$ cat src/rtl/pgr_pkg.sv
/*
  Constants and types for the unlock key, regulator status and power-good control registers.
  Assumes an I2C front end that turns each bus transaction into register strobes.
*/
// Contract
// - The unlock key returns to zero once the transaction after the key write completes.
// - Key 0111_1101 allows exactly one protected write, which the host issues next.
// - Every other key value, zero and all-ones included, blocks protected writes.
// - The power-good control and buck A control registers ignore writes without the key.
// - Buck A, B and C status at bits 4, 3, 2 read 1 only while in regulation.
// - Linear regulator C status at bit 6 reads 1 when in regulation or a load switch.
// - Linear regulator D status at bit 5 reads 1 when in regulation or a load switch.
// - Linear regulator A and B status at bits 1, 0 read 1 only while in regulation.
// - Mask bit 3 clear lets a low regulator A status pull the pin low; reset is set.
// - Mask bit 2 clear lets a low regulator B status pull the pin low; reset is set.
// - Delay code 00/01/10/11 gives 20/100/200/400 ms before the pin rises; reset 00.
// - External adjust 0 makes the buck follow the code, 1 makes the code ignored.
package pgr_pkg;

  // ----------------------------------------------------------------
  // Register offsets
  // ----------------------------------------------------------------
  localparam logic [7:0] OFF_UNLOCK_KEY = 8'h0B;
  localparam logic [7:0] OFF_GOOD_STATUS = 8'h0C;
  localparam logic [7:0] OFF_GOOD_PIN_CTRL = 8'h0D;
  localparam logic [7:0] OFF_BUCK_A_CTRL = 8'h0E;

  // ----------------------------------------------------------------
  // Values and fields
  // ----------------------------------------------------------------
  localparam logic [7:0] UNLOCK_CODE = 8'h7D;
  localparam logic [7:0] KEY_RESET = 8'h00;
  localparam logic [7:0] PIN_CTRL_RESET = 8'h0C;
  localparam logic [7:0] PIN_CTRL_WMASK = 8'h0F;
  localparam logic [7:0] BUCK_A_WMASK = 8'hBF;
  localparam logic [7:0] BUCK_A_RESET = 8'h1E;
  localparam int MASK_A_BIT = 3;
  localparam int MASK_B_BIT = 2;
  localparam int EXT_ADJ_BIT = 7;

  // ----------------------------------------------------------------
  // Timing
  // ----------------------------------------------------------------
  localparam int CLK_MHZ = 250;
  localparam int DLY0_MS = 20;
  localparam int DLY1_MS = 100;
  localparam int DLY2_MS = 200;
  localparam int DLY3_MS = 400;
  localparam int DLY0_CYC = DLY0_MS * 1000 * CLK_MHZ;
  localparam int DLY1_CYC = DLY1_MS * 1000 * CLK_MHZ;
  localparam int DLY2_CYC = DLY2_MS * 1000 * CLK_MHZ;
  localparam int DLY3_CYC = DLY3_MS * 1000 * CLK_MHZ;
  localparam int DLY_W = 27;

  // ----------------------------------------------------------------
  // Types
  // ----------------------------------------------------------------
  typedef struct packed {
    logic wr;
    logic rd;
    logic [7:0] addr;
    logic [7:0] data;
  } pgr_req_t;

  typedef enum logic [1:0] {
    KEY_IDLE = 2'b00,
    KEY_WRITTEN = 2'b01,
    KEY_LIVE = 2'b10
  } pgr_key_st_t;

endpackage

$ cat src/rtl/pgr_regs.sv
/*
  Unlock key, regulator status, power-good pin control and buck A control registers.
  Assumes the I2C engine gives one-cycle strobes on this clock and marks each stop with txnDone.
*/
`timescale 1ns/100ps
module pgr_regs
  import pgr_pkg::*;
#(
  parameter int DLY0_CYCLES = DLY0_CYC,
  parameter int DLY1_CYCLES = DLY1_CYC,
  parameter int DLY2_CYCLES = DLY2_CYC,
  parameter int DLY3_CYCLES = DLY3_CYC,
  parameter logic [7:0] BUCK_A_RESET_CODE = BUCK_A_RESET
) (
  input wire logic clock,
  input wire logic sys_rst,
  input wire logic ce,
  input wire pgr_req_t req,
  input wire logic txnDone,
  output logic [7:0] rdData,
  input wire logic [2:0] buckInReg,
  input wire logic [3:0] linregInReg,
  input wire logic loadSwitchA,
  input wire logic loadSwitchB,
  output logic powerGoodOut,
  output logic powerGoodOeN,
  output logic buckAExternalAdjust,
  output logic [5:0] buckAVoltageCode
);

  // ----------------------------------------------------------------
  // Helpers
  // ----------------------------------------------------------------
  // Register select for one offset
  function automatic logic addrHit(input logic [7:0] addr, input logic [7:0] off);
    addrHit = (addr == off);
  endfunction

  // Cycle count for a delay code
  function automatic logic [DLY_W-1:0] delayCycles(input logic [1:0] code);
    case (code)
      2'b00: delayCycles = DLY_W'(DLY0_CYCLES);
      2'b01: delayCycles = DLY_W'(DLY1_CYCLES);
      2'b10: delayCycles = DLY_W'(DLY2_CYCLES);
      default: delayCycles = DLY_W'(DLY3_CYCLES);
    endcase
  endfunction

  // ----------------------------------------------------------------
  // Status synchronisers
  // ----------------------------------------------------------------
  wire logic [8:0] rawStatus = {loadSwitchB, loadSwitchA, linregInReg, buckInReg};
  logic [8:0] statMeta_ff;
  logic [8:0] statSync_ff;

  always_ff @(posedge clock) begin
    if (sys_rst) begin
      statMeta_ff <= '0;
    end else if (ce) begin
      statMeta_ff <= rawStatus;
    end
  end

  always_ff @(posedge clock) begin
    if (sys_rst) begin
      statSync_ff <= '0;
    end else if (ce) begin
      statSync_ff <= statMeta_ff;
    end
  end

  wire logic buckAGood = statSync_ff[0];
  wire logic buckBGood = statSync_ff[1];
  wire logic buckCGood = statSync_ff[2];
  wire logic linregAGood = statSync_ff[3];
  wire logic linregBGood = statSync_ff[4];
  wire logic linregCGood = statSync_ff[5];
  wire logic linregDGood = statSync_ff[6];
  wire logic loadSwitchAOn = statSync_ff[7];
  wire logic loadSwitchBOn = statSync_ff[8];

  wire logic [7:0] goodStatus;
  assign goodStatus[7] = 1'b0;
  assign goodStatus[6] = linregCGood | loadSwitchAOn;
  assign goodStatus[5] = linregDGood | loadSwitchBOn;
  assign goodStatus[4] = buckAGood;
  assign goodStatus[3] = buckBGood;
  assign goodStatus[2] = buckCGood;
  assign goodStatus[1] = linregAGood;
  assign goodStatus[0] = linregBGood;

  // ----------------------------------------------------------------
  // Register writes
  // ----------------------------------------------------------------
  logic [7:0] key_ff;
  logic [7:0] pinCtrl_ff;
  logic [7:0] buckA_ff;
  pgr_key_st_t keySt_ff;
  pgr_key_st_t nxt_keySt;

  wire logic selKey = addrHit(req.addr, OFF_UNLOCK_KEY);
  wire logic selStatus = addrHit(req.addr, OFF_GOOD_STATUS);
  wire logic selPin = addrHit(req.addr, OFF_GOOD_PIN_CTRL);
  wire logic selBuck = addrHit(req.addr, OFF_BUCK_A_CTRL);
  wire logic hitKey = req.wr && selKey;
  wire logic unlocked = (key_ff == UNLOCK_CODE);
  wire logic wrPin = req.wr && selPin && unlocked;
  wire logic wrBuck = req.wr && selBuck && unlocked;
  wire logic otherWr = req.wr && !selKey;
  wire logic keyLive = (keySt_ff == KEY_LIVE);
  wire logic keyClear = otherWr || (txnDone && keyLive);

  always_comb begin
    case (keySt_ff)
      KEY_IDLE: nxt_keySt = hitKey ? KEY_WRITTEN : KEY_IDLE;
      KEY_WRITTEN: nxt_keySt = txnDone ? KEY_LIVE : KEY_WRITTEN;
      KEY_LIVE: nxt_keySt = (txnDone || otherWr) ? KEY_IDLE : KEY_LIVE;
      default: nxt_keySt = KEY_IDLE;
    endcase
    if (hitKey) begin
      nxt_keySt = KEY_WRITTEN;
    end
  end

  always_ff @(posedge clock) begin
    if (sys_rst) begin
      keySt_ff <= KEY_IDLE;
    end else if (ce) begin
      keySt_ff <= nxt_keySt;
    end
  end

  always_ff @(posedge clock) begin
    if (sys_rst) begin
      key_ff <= KEY_RESET;
    end else if (ce) begin
      if (hitKey) begin
        key_ff <= req.data;
      end else if (keyClear) begin
        key_ff <= KEY_RESET;
      end
    end
  end

  always_ff @(posedge clock) begin
    if (sys_rst) begin
      pinCtrl_ff <= PIN_CTRL_RESET;
    end else if (ce) begin
      if (wrPin) begin
        pinCtrl_ff <= req.data & PIN_CTRL_WMASK;
      end
    end
  end

  always_ff @(posedge clock) begin
    if (sys_rst) begin
      buckA_ff <= BUCK_A_RESET_CODE & BUCK_A_WMASK;
    end else if (ce) begin
      if (wrBuck) begin
        buckA_ff <= req.data & BUCK_A_WMASK;
      end
    end
  end

  // ----------------------------------------------------------------
  // Read data
  // ----------------------------------------------------------------
  logic [7:0] rd_ff;
  wire logic [7:0] rdSel = selKey ? key_ff :
                           selStatus ? goodStatus :
                           selPin ? pinCtrl_ff :
                           selBuck ? buckA_ff : 8'h00;
  always_ff @(posedge clock) begin
    if (sys_rst) begin
      rd_ff <= 8'h00;
    end else if (ce && req.rd) begin
      rd_ff <= rdSel;
    end
  end
  assign rdData = rd_ff;

  // ----------------------------------------------------------------
  // Buck A outputs
  // ----------------------------------------------------------------
  assign buckAExternalAdjust = buckA_ff[EXT_ADJ_BIT];
  assign buckAVoltageCode = buckA_ff[5:0];

  // ----------------------------------------------------------------
  // Power-good pin
  // ----------------------------------------------------------------
  wire logic maskA = pinCtrl_ff[MASK_A_BIT];
  wire logic maskB = pinCtrl_ff[MASK_B_BIT];
  wire logic [1:0] delayCode = pinCtrl_ff[1:0];
  wire logic allGood = (&goodStatus[6:2]) && (goodStatus[1] || maskA)
                       && (goodStatus[0] || maskB);
  wire logic [DLY_W-1:0] dlyTarget = delayCycles(delayCode);
  logic [DLY_W-1:0] dlyCnt_ff;
  logic pinHigh_ff;
  wire logic dlyDone = (dlyCnt_ff >= dlyTarget - DLY_W'(1));

  always_ff @(posedge clock) begin
    if (sys_rst) begin
      dlyCnt_ff <= '0;
    end else if (ce) begin
      if (!allGood) begin
        dlyCnt_ff <= '0;
      end else if (!pinHigh_ff && !dlyDone) begin
        dlyCnt_ff <= dlyCnt_ff + DLY_W'(1);
      end
    end
  end

  always_ff @(posedge clock) begin
    if (sys_rst) begin
      pinHigh_ff <= 1'b0;
    end else if (ce) begin
      if (!allGood) begin
        pinHigh_ff <= 1'b0;
      end else if (dlyDone) begin
        pinHigh_ff <= 1'b1;
      end
    end
  end
  assign powerGoodOut = 1'b0;
  assign powerGoodOeN = pinHigh_ff;

endmodule

$ cat config.mk
export PLATFORM = sky130hd
export DESIGN_NAME = pgr_regs
export DESIGN_NICKNAME = d
export VERILOG_FILES = /design/src/rtl/pgr_pkg.sv /design/src/rtl/pgr_regs.sv
export SDC_FILE = /design/constraint.sdc
export NUM_CORES = 1
export LEC_CHECK = 0
export ABC_AREA = 1
export ABC_CLOCK_PERIOD_IN_PS = 2200
export BUFFER_PORTS_ARGS = -buffer_cell sky130_fd_sc_hd__buf_2
export CAP_MARGIN = 20
export CORE_ASPECT_RATIO = 0.7
export CORE_MARGIN = 4
export CORE_UTILIZATION = 54
export CTS_CLUSTER_SIZE = 25
export DETAILED_ROUTE_END_ITERATION = 16
export HOLD_SLACK_MARGIN = 0.03
export PLACE_DENSITY = 0.77
export SYNTH_ARGS = -nofsm -noshare
export SYNTH_HDL_FRONTEND = slang
export SYNTH_SLANG_ARGS = --single-unit
$ cat constraint.sdc
create_clock -name clock -period 2.2 [get_ports clock]
set_input_delay 0.22 -clock clock [delete_from_list [all_inputs] [get_ports clock]]
set_output_delay 0.22 -clock clock [all_outputs]
set_load 0.005 [all_outputs]
# After elaboration in Yosys (flattened, before gate mapping)
# Cells that the tools add are included.
dict set report totals {
  ff_bits 75
  input_bits 31
  output_inout_bits 17
  wordCells 66
}
dict set report classes {
  n_addsub 2
  n_lt_le_gt_ge 1
  n_eq_ne 11
  mux 15
  bitwise_logic 2
  n_reduce_logical 26
}
# op n
set op_table {}
lappend op_table {{$pmux 27 s3} 1}
lappend op_table {{$mux 27} 2}
lappend op_table {{$mux 8} 6}
lappend op_table {{$eq 8x4->1 const B} 4}
lappend op_table {{$add 27x1->27 const B} 1}
lappend op_table {{$ge 27x27->1} 1}
lappend op_table {{$sub 27x1->27 const B} 1}
lappend op_table {{$logic_and 1x1->1} 11}
lappend op_table {{$reduce_and 2->1} 5}
lappend op_table {{$eq 8x7->1 const B} 1}
lappend op_table {{$mux 2} 3}
lappend op_table {{$reduce_and 5->1} 1}
lappend op_table {{$eq 2x1->1 const B} 2}
lappend op_table {{$eq 2x2->1 const B} 2}
lappend op_table {{$logic_or 1x1->1} 4}
lappend op_table {{$ne 2x1->1 const B} 2}
lappend op_table {{$pmux 2 s2} 1}
lappend op_table {{$logic_not 1->1} 3}
lappend op_table {{$logic_not 2->1} 1}
lappend op_table {{$mux 1} 2}
lappend op_table {{$or 1x1->1} 2}
lappend op_table {{$reduce_bool 2->1} 1}

# Longest topological paths before layout
# Gate-level depths: netlist of the first run.
dict set report depth {
  ltp_word 8
  ltp_mapped 19
  ltp_nobuf 18
}

# Worst setup path before layout of the first run
# OpenSTA, ideal clock, no wires.
dict set report synth_path {
  path_kind {register to register}
  startpoint {reg pinCtrl_ff[0]}
  endpoint {reg dlyCnt_ff[0]}
  setup_time_ns 0.115
  t_arrival_ns 2.067
  t_required_ns 2.085
  slack_ns 0.018
  path_stages_with_launch 15
  n_path_buf 2
  synth_period_minus_slack_ns 2.182
  path_cell_list {dfxtp_1 -> inv_1 -> ha_1 -> inv_1 -> ha_1 -> nand3_1 -> inv_1 -> a21oi_1 -> nand3_1 -> nor2_2 -> nand3_4 -> buf_8 -> buf_8 -> a21oi_1 -> nor2_1}
}
dict set report synth_via {
  elab_chain_len 8
  word_cells_on_any_way 10
  cone_classes {add/sub (1); order compare (1); eq/ne (3); mux (1); reduce/logical (4)}
}
# element line_no
set synth_rtl {}
lappend synth_rtl {{from (decl)} pgr_regs.sv:96} ;# logic [7:0] pinCtrl_ff;
lappend synth_rtl {{from (signal assigned)} pgr_regs.sv:150} ;# pinCtrl_ff <= req.data & PIN_CTRL_WMASK;
lappend synth_rtl {{$eq 2x2->1, or another cell as far along} pgr_regs.sv:41} ;# case (code)
lappend synth_rtl {{$pmux 27 s3 (*)} pgr_regs.sv:41}
lappend synth_rtl {{$sub 27x1->27 (*)} pgr_regs.sv:199} ;# wire logic dlyDone = (dlyCnt_ff >= dlyTarget - DLY_W'(1));
lappend synth_rtl {{$ge 27x27->1 (*)} pgr_regs.sv:199}
lappend synth_rtl {{$logic_not 1->1 (*)} pgr_regs.sv:207} ;# end else if (!pinHigh_ff && !dlyDone) begin
lappend synth_rtl {{$logic_and 1x1->1 (*)} pgr_regs.sv:207}
lappend synth_rtl {{$ne 2x1->1 (no line) (*)} --}
lappend synth_rtl {{$reduce_and 2->1 (no line) (*)} --}
lappend synth_rtl {{to (signal assigned)} pgr_regs.sv:208} ;# dlyCnt_ff <= dlyCnt_ff + DLY_W'(1);
lappend synth_rtl {{to (decl)} pgr_regs.sv:197} ;# logic [DLY_W-1:0] dlyCnt_ff;
# Every way passes the cells marked *; elsewhere a longest branch is shown, timed or not.
# A chain may end at the register's enable or synchronous reset.

# Worst setup path after layout of the first run
dict set report layout_path {
  startpoint {reg pinCtrl_ff[1]}
  endpoint {reg dlyCnt_ff[25]}
}
# Same word-level chain as after synthesis.

==> results of run 1 <==
==> what timing repair did <==
item | 4_1_cts | 5_1_grt
gates cloned | 2 | 2
setup endpoints to repair | 28 | 28
setup buffers | 5 | 1
pin swaps | 15 | 26
gates resized for setup | 56 | 43
==> routing by layer <==
metal	GRT usage (%)	wire [um]	vias to the layer above
met5	0	0	-
li1	-	-	2364
met3	8.50	1600	37
met4	8.02	302	0
met2	41.4	6070	287
met1	44.4	6550	2289
==> worst min-delay path: stages <==
cell	delay, ps
buf_2	90
nand2_1	50
nand3_1	60
==> metrics by stage <==
step	utilization, %	power [uW]	area [um2]	TNS (ps)
floorplan	-	1590	4500	0
global placement	61.9	1660	4940	-3290
detailed placement	61.9	1670	4940	-5520
CTS	69.7	3080	5560	-31.3
global route	72.1	3210	5750	-8820
finish	72.1	3110	5750	-4700
==> registers in the layout (all words and copies together) (netlist names) <==
signal / count
rdData: 8
powerGoodOeN: 1
statSync_ff: 9
keySt_ff: 2
pinCtrl_ff: 4
statMeta_ff: 9
dlyCnt_ff: 27
buckA_ff: 7
key_ff: 8
==> worst paths after layout <==
path,startpoint,cells after the start,slack (ps),end
worst max-delay path,pinCtrl_ff[1],18,-220,dlyCnt_ff[25]
worst max register to register,pinCtrl_ff[1],18,-220,dlyCnt_ff[25]
worst min register to register,rdData[7],2,470,rdData[7]
worst min-delay path,req[4],3,110,buckA_ff[4]
==> Yosys cell counts (2+ instances only) <==
| library cell | number | area share (%) |
|---|---|---|
| nand2_1 | 155 | 13 |
| nor3_1 | 20 | 2.2 |
| nor4_2 | 2 | 0.56 |
| conb_1 | 2 | 0.17 |
| o21ai_1 | 3 | 0.33 |
| dfxtp_1 | 75 | 33 |
| a211oi_1 | 2 | 0.33 |
| nand3_1 | 44 | 4.9 |
| nor4_1 | 2 | 0.28 |
| nand4_1 | 12 | 1.7 |
| o21bai_1 | 3 | 0.50 |
| buf_8 | 2 | 0.67 |
| nor2_1 | 113 | 9.4 |
| o211ai_1 | 5 | 0.83 |
| nor2_2 | 2 | 0.28 |
| xor2_1 | 9 | 1.8 |
| buf_2 | 5 | 0.56 |
| o21ai_0 | 44 | 4.9 |
| a41oi_1 | 2 | 0.39 |
| nand2_2 | 3 | 0.42 |
| ha_1 | 28 | 7.8 |
| a21oi_1 | 50 | 5.6 |
| inv_2 | 3 | 0.25 |
| inv_1 | 60 | 5.0 |
| clkbuf_1 | 15 | 1.3 |
==> cells by family (layout without fill, tap and decap cells) <==
kind of cell | Yosys count | after routing
compound gates | 114 | 114
xor+xnor | 10 | 10
fa+ha+maj | 28 | 28
buf+inv | 87 | 160
flops | 75 | 75
other cells | 2 | 3
simple gates | 361 | 361
==> area by class of cell <==
class	instances	share of cell area (%)
Timing Repair Buffer	81	10.3
Tap cell	101	2.20
Multi-Input combinational cell	516	52.0
Clock buffer	10	3.98
Inverter	63	4.42
Sequential cell	75	26.3
Clock inverter	6	0.849
==> power groups by stage <==
stage	Sequential [uW]	Combinational, uW	Clock (uW)
after CTS	1430	238	1420
after detailed placement	1460	214	0
after floorplan	1450	142	0
final	1430	262	1420
after global routing	1430	288	1490
after global placement	1460	206	0
==> summary.md, run 1 <==
| Metric | Value |
|---|---|
| Ys flop type | dfxtp_1 |
| Endpoints failing setup | 27 |
| Compound-Gate Fraction of Synth Area | 13.7% |
| Final Max Slew Viols | 0 |
| H-Tree Depth | 3 |
| Average wire per standard cell | 17.1 um |
| Synth Area per Inst | 6.64 um2 |
| P&R area growth vs syn | 27.8% |
| Sequential Power Share | between 40% and 50% |
| Layout cells sized above 1 | 24.4% |
| Failing checks | setup timing |
| Detail Route Antenna Nets | 0 |
| Most common cell after layout, fill and taps aside | nand2_1 |
| Clock buffer depth | 2 |
| WP data required | 2470 ps |
| Crit-path most repeated cell | nand2_2 |
| Seq. cell area | between 1500 and 2000 um2 |
| Asr flop ratio synth | 0% |
| Cts bufs inserted | 9 |
| Post-synthesis cell count | 677 |
| Vias in the first global route | 4476 |
| Worst setup SP type | register |
| Hpwl dp | roughly 10000 um |
| DIE HEIGHT | between 80 and 90 um |
| Period minus WS final | between 2000 and 2500 ps |
| Endpoint class of the critical path | register |
| FMAX | ~0.41 GHz |
| WS Path Type | register to register |
| Post-synth EDFFs | 0 |
| Static leakage | 0.00230 uW |
| Pre-CTS WS | -255 ps |
| Final Instance Count excl. Fillers | approximately 850 |
| Pwr Density | 541 nW/um2 |
| Fin crit share | 110% |
| Row count | 27 |
| Die area | 9880 um2 |
| YS warnings | 0 |
| Core area | 7970 um2 |
| DRC errors left | 0 |
| P_sw | 834 uW |
| Chip width | 117 um |
| Boundary Pins | 48 |
| Setup Skew | 5.84 ps |
| Vias/cell | 5.84 |
| Final wirelength | roughly 15000 um |
| Logic gate share of total power | under 10% |
| CTS Hold Bufs | 0 |
| CTS tree | done |
| Clock Latency Late Sink | 340 ps |
| CP cell instances | inv_8, ha_4, inv_2, nand2_2, nand2_2, ha_4, nand2_2, inv_2, o21bai_1, a21oi_2, nor2_1, nand2_1, nand2_2, nand3_4, nand2_8, buf_16, nand2_1, a21oi_2 |
| Grt ovf | 0 |
| Worst hold margin | 110 ps |
| Count of cell types in the netlist | 41 |
| Synth Area in XOR/XNOR | 1.95% |
| Final setup margin | -218 ps |
| Initial antenna violation count | 0 |
| WP buf/inv | 4 |
| Mux share of post-synthesis cell area | 0% |
| Port Buffers | 46 |
| #FFs+latches synth | 75 |
| Status | finished with violations |
| Multi-input logic area | 2990 um2 |
| Max-cap violation count | 0 |
| Peak supply drop | around 0.40 mV |
| Crit Path Max Fanout | 8 |
| Placed instance count | 827 |
| Arr. time, crit path | 2690 ps |
| Drt first pass iters | 7 |
| CP max stage cell | dfxtp_4 |
| Cell family with the largest share of critical-path delay | simple AND/OR/NAND/NOR gates |
| Synth Area in Simple Gates | 34.9% |
| Initial core utilization | 56.4% |
| Vias post-DR | between 4000 and 5000 |
| Sequential share of the synthesized area | around a third |
| Largest family of logic cells by synthesized area | simple AND/OR/NAND/NOR gates |
| RD Place Congestion | 0.938 |
| Actual slew at the worst max-slew pin | 639 ps |
| Number of clock sinks | 75 |
| Slew HR | 57.1% |
| Mapped Area | 4500 um2 |
| Antenna diode count | 0 |
| All-Layer GR Usage | 29.7% |
| Filler cells | 624 |
| Nets | 805 |
| Reg clk slew, reported paths | 60 ps |
| Clk pwr share | between 40% and 50% |
| Most frequent cells in the layout | nand2_1, nor2_1, dfxtp_1 |
| Initial DRC count | between 600 and 700 |
| Largest net degree at the start of global routing | 51 |
| Internal Power | 2270 uW |
| Switch share | 26.8% |
| Unrepaired setup endpoints after global routing | true |
| Min-delay worst type | input pin to register |
| Crit-path max cell delay | 390 ps |
| Final Hold Vio Count | 0 |
| Post-synthesis adder-cell area fraction | 7.79% |
| Root Driver | clkbuf_16 |
| First-pass GRT wire length | 23300 um |
Power figures use the tool's default switching activity.
==> run 2: changes to the inputs <==
CORE_UTILIZATION = 55   (was 54)
CTS_BUF_LIST = sky130_fd_sc_hd__clkbuf_2   (was default)
PLACE_DENSITY = 0.78   (was 0.77)
==> summary.md, run 2 (synthesis results as in run 1) <==
| Metric | Value |
|---|---|
| Initial DRC count | 743 |
| Vias post-DR | roughly 5100 |
| Min-delay worst type | input pin to register |
| Hpwl dp | 9870 um |
| Root Driver | clkbuf_2 |
| Setup Skew | between 15 and 20 ps |
| Average wire per standard cell | 17.1 um |
| Actual slew at the worst max-slew pin | around 650 ps |
| Row count | 27 |
| Largest registers | dlyCnt_ff (27), statMeta_ff (9), statSync_ff (9) |
| Static leakage | 0.00234 uW |
| RD Place Congestion | between 0.9 and 1 |
| Max-cap violation count | 0 |
| Largest net degree at the start of global routing | 51 |
| Final setup margin | -263 ps |
| DIE HEIGHT | 83.7 um |
| Drt first pass iters | 5 |
| Final Hold Vio Count | 0 |
| CP cell instances | buf_6, ha_4, inv_4, ha_4, nand3_4, buf_6, nor2_2, nand4_1, nor2_1, nor2_2, nand3_4, buf_4, clkbuf_16, nand3_1, a21oi_1 |
| Cell family with the largest share of critical-path delay | simple AND/OR/NAND/NOR gates |
| CTS tree | done |
| Most common cell after layout, fill and taps aside | nand2_1 |
| WS Path Type | register to register |
| Pre-CTS WS | -234 ps |
| First-pass GRT wire length | 22000 um |
| Largest register FFs | 27 |
| Final wirelength | 15000 um |
| Worst setup SP type | register |
| Cts bufs inserted | 9 |
| CP max stage cell | dfxtp_4 |
| Most frequent cells in the layout | nand2_1, nor2_1, dfxtp_1 |
| Crit-path max cell delay | around 450 ps |
| Vias in the first global route | around 4500 |
| H-Tree Depth | 3 |
| Clock Latency Late Sink | 550 ps |
| Reg clk slew, reported paths | between 200 and 250 ps |
| Initial core utilization | 56.9% |
| Port Buffers | 46 |
| Chip width | 116 um |
| All-Layer GR Usage | 28.3% |
| WP data required | 2700 ps |
| Detail Route Antenna Nets | 0 |
| Pwr Density | 450 nW/um2 |
| DRC errors left | 0 |
| Fin crit share | 112% |
| Vias/cell | 5.77 |
| Arr. time, crit path | 2960 ps |
| Crit Path Max Fanout | 5 |
| Die area | 9710 um2 |
| Status | finished with violations |
| Antenna diode count | 0 |
| WP buf/inv | 5 |
| Unrepaired setup endpoints after global routing | true |
| Failing checks | setup timing |
| Number of clock sinks | 75 |
| Most flops, register | dlyCnt_ff |
| Grt ovf | 0 |
| Core area | roughly 7900 um2 |
| P&R area growth vs syn | 28.7% |
| DP Area | 4980 um2 |
| Setup_tns | -4820 ps |
| Final instance area | about 5800 um2 |
| Clock buffer depth | 2 |
| Endpoints failing setup | 27 |
| Period minus WS final | 2460 ps |
| Final Max Slew Viols | 0 |
| Layout cells sized above 1 | 20.8% |
| Peak supply drop | between 0.3 and 0.4 mV |
| Slew HR | a little under three fifths |
| Nets | 831 |
| Worst hold margin | 66.7 ps |
| Final Total Pwr | 2610 uW |
| FMAX | between 0.4 and 0.5 GHz |
| Endpoint class of the critical path | register |
| Boundary Pins | 48 |
| Initial antenna violation count | 0 |
-- run 2: cell count changes in the layout (fill, tap and decap cells not counted), sizes merged --
cell / change
buf: +5
bufinv: +2
clkinv: +3
clkinvlp: -1
dlygate4sd3: +20
inv: -3
-- run 2: path summary, 6_finish.rpt --
| path | startpoint | to | slack, ps | cells after the start |
|---|---|---|---|---|
| worst max-delay path | pinCtrl_ff[1] | dlyCnt_ff[20] | -260 | 15 |
| worst min-delay path | req[8] | rdData[5] | 70 | 4 |
| worst max register to register | pinCtrl_ff[1] | dlyCnt_ff[20] | -260 | 15 |
| worst min register to register | rdData[7] | rdData[7] | 490 | 2 |
-- run 2: worst reg2reg max path: stages, from the launching register on --
cell and delay (ps):
dfxtp_4 450, buf_6 120, ha_4 160, inv_4 60
ha_4 300, nand3_4 80, buf_6 130, nor2_2 70
nand4_1 110, nor2_1 160, nor2_2 90, nand3_4 150
buf_4 140, clkbuf_16 130, nand3_1 90, a21oi_1 180
-- run 2: per-stage QoR --
stage / utilization, % / cells
2_1_floorplan: - / 678
3_3_place_gp: 63.0 / 833
3_5_place_dp: 63.0 / 833
4_1_cts: 69.0 / 870
5_1_grt: 73.3 / 878
6_report: 73.3 / 878
-- run 2: report_power, final --
| group | internal [uW] | switching, uW |
|---|---|---|
| clock | 371 | 519 |
| sequential | 1400 | 32.5 |
| combinational | 123 | 161 |
-- run 2: layer usage --
metal | part of all wire, % | up-vias | track usage, %
met3 | 11 | 43 | 7.97
met1 | 44 | 2308 | 42.5
met4 | 2.0 | 0 | 6.01
li1 | - | 2404 | -
met2 | 43 | 314 | 39.9
met5 | 0 | - | 0
-- run 2: final cells by class --
class / count / area (um2)
clock buffer: 9 / 45.0
clock inverter: 7 / 92.6
fill: 589 / 2110
inverter: 63 / 249
multi-input combinational: 516 / 2940
sequential: 75 / 1510
tap: 101 / 126
timing repair buffer: 107 / 830
-- run 2: what timing repair did --
item | in CTS | in global routing
hold buffers | 19 | 1
gates resized for setup | 27 | 47
endpoints found under the hold margin | 29 | 1
pin swaps | 3 | 7
buffers inserted | 1 | 4
gates cloned | 1 | 3
setup endpoints to repair | 28 | 28
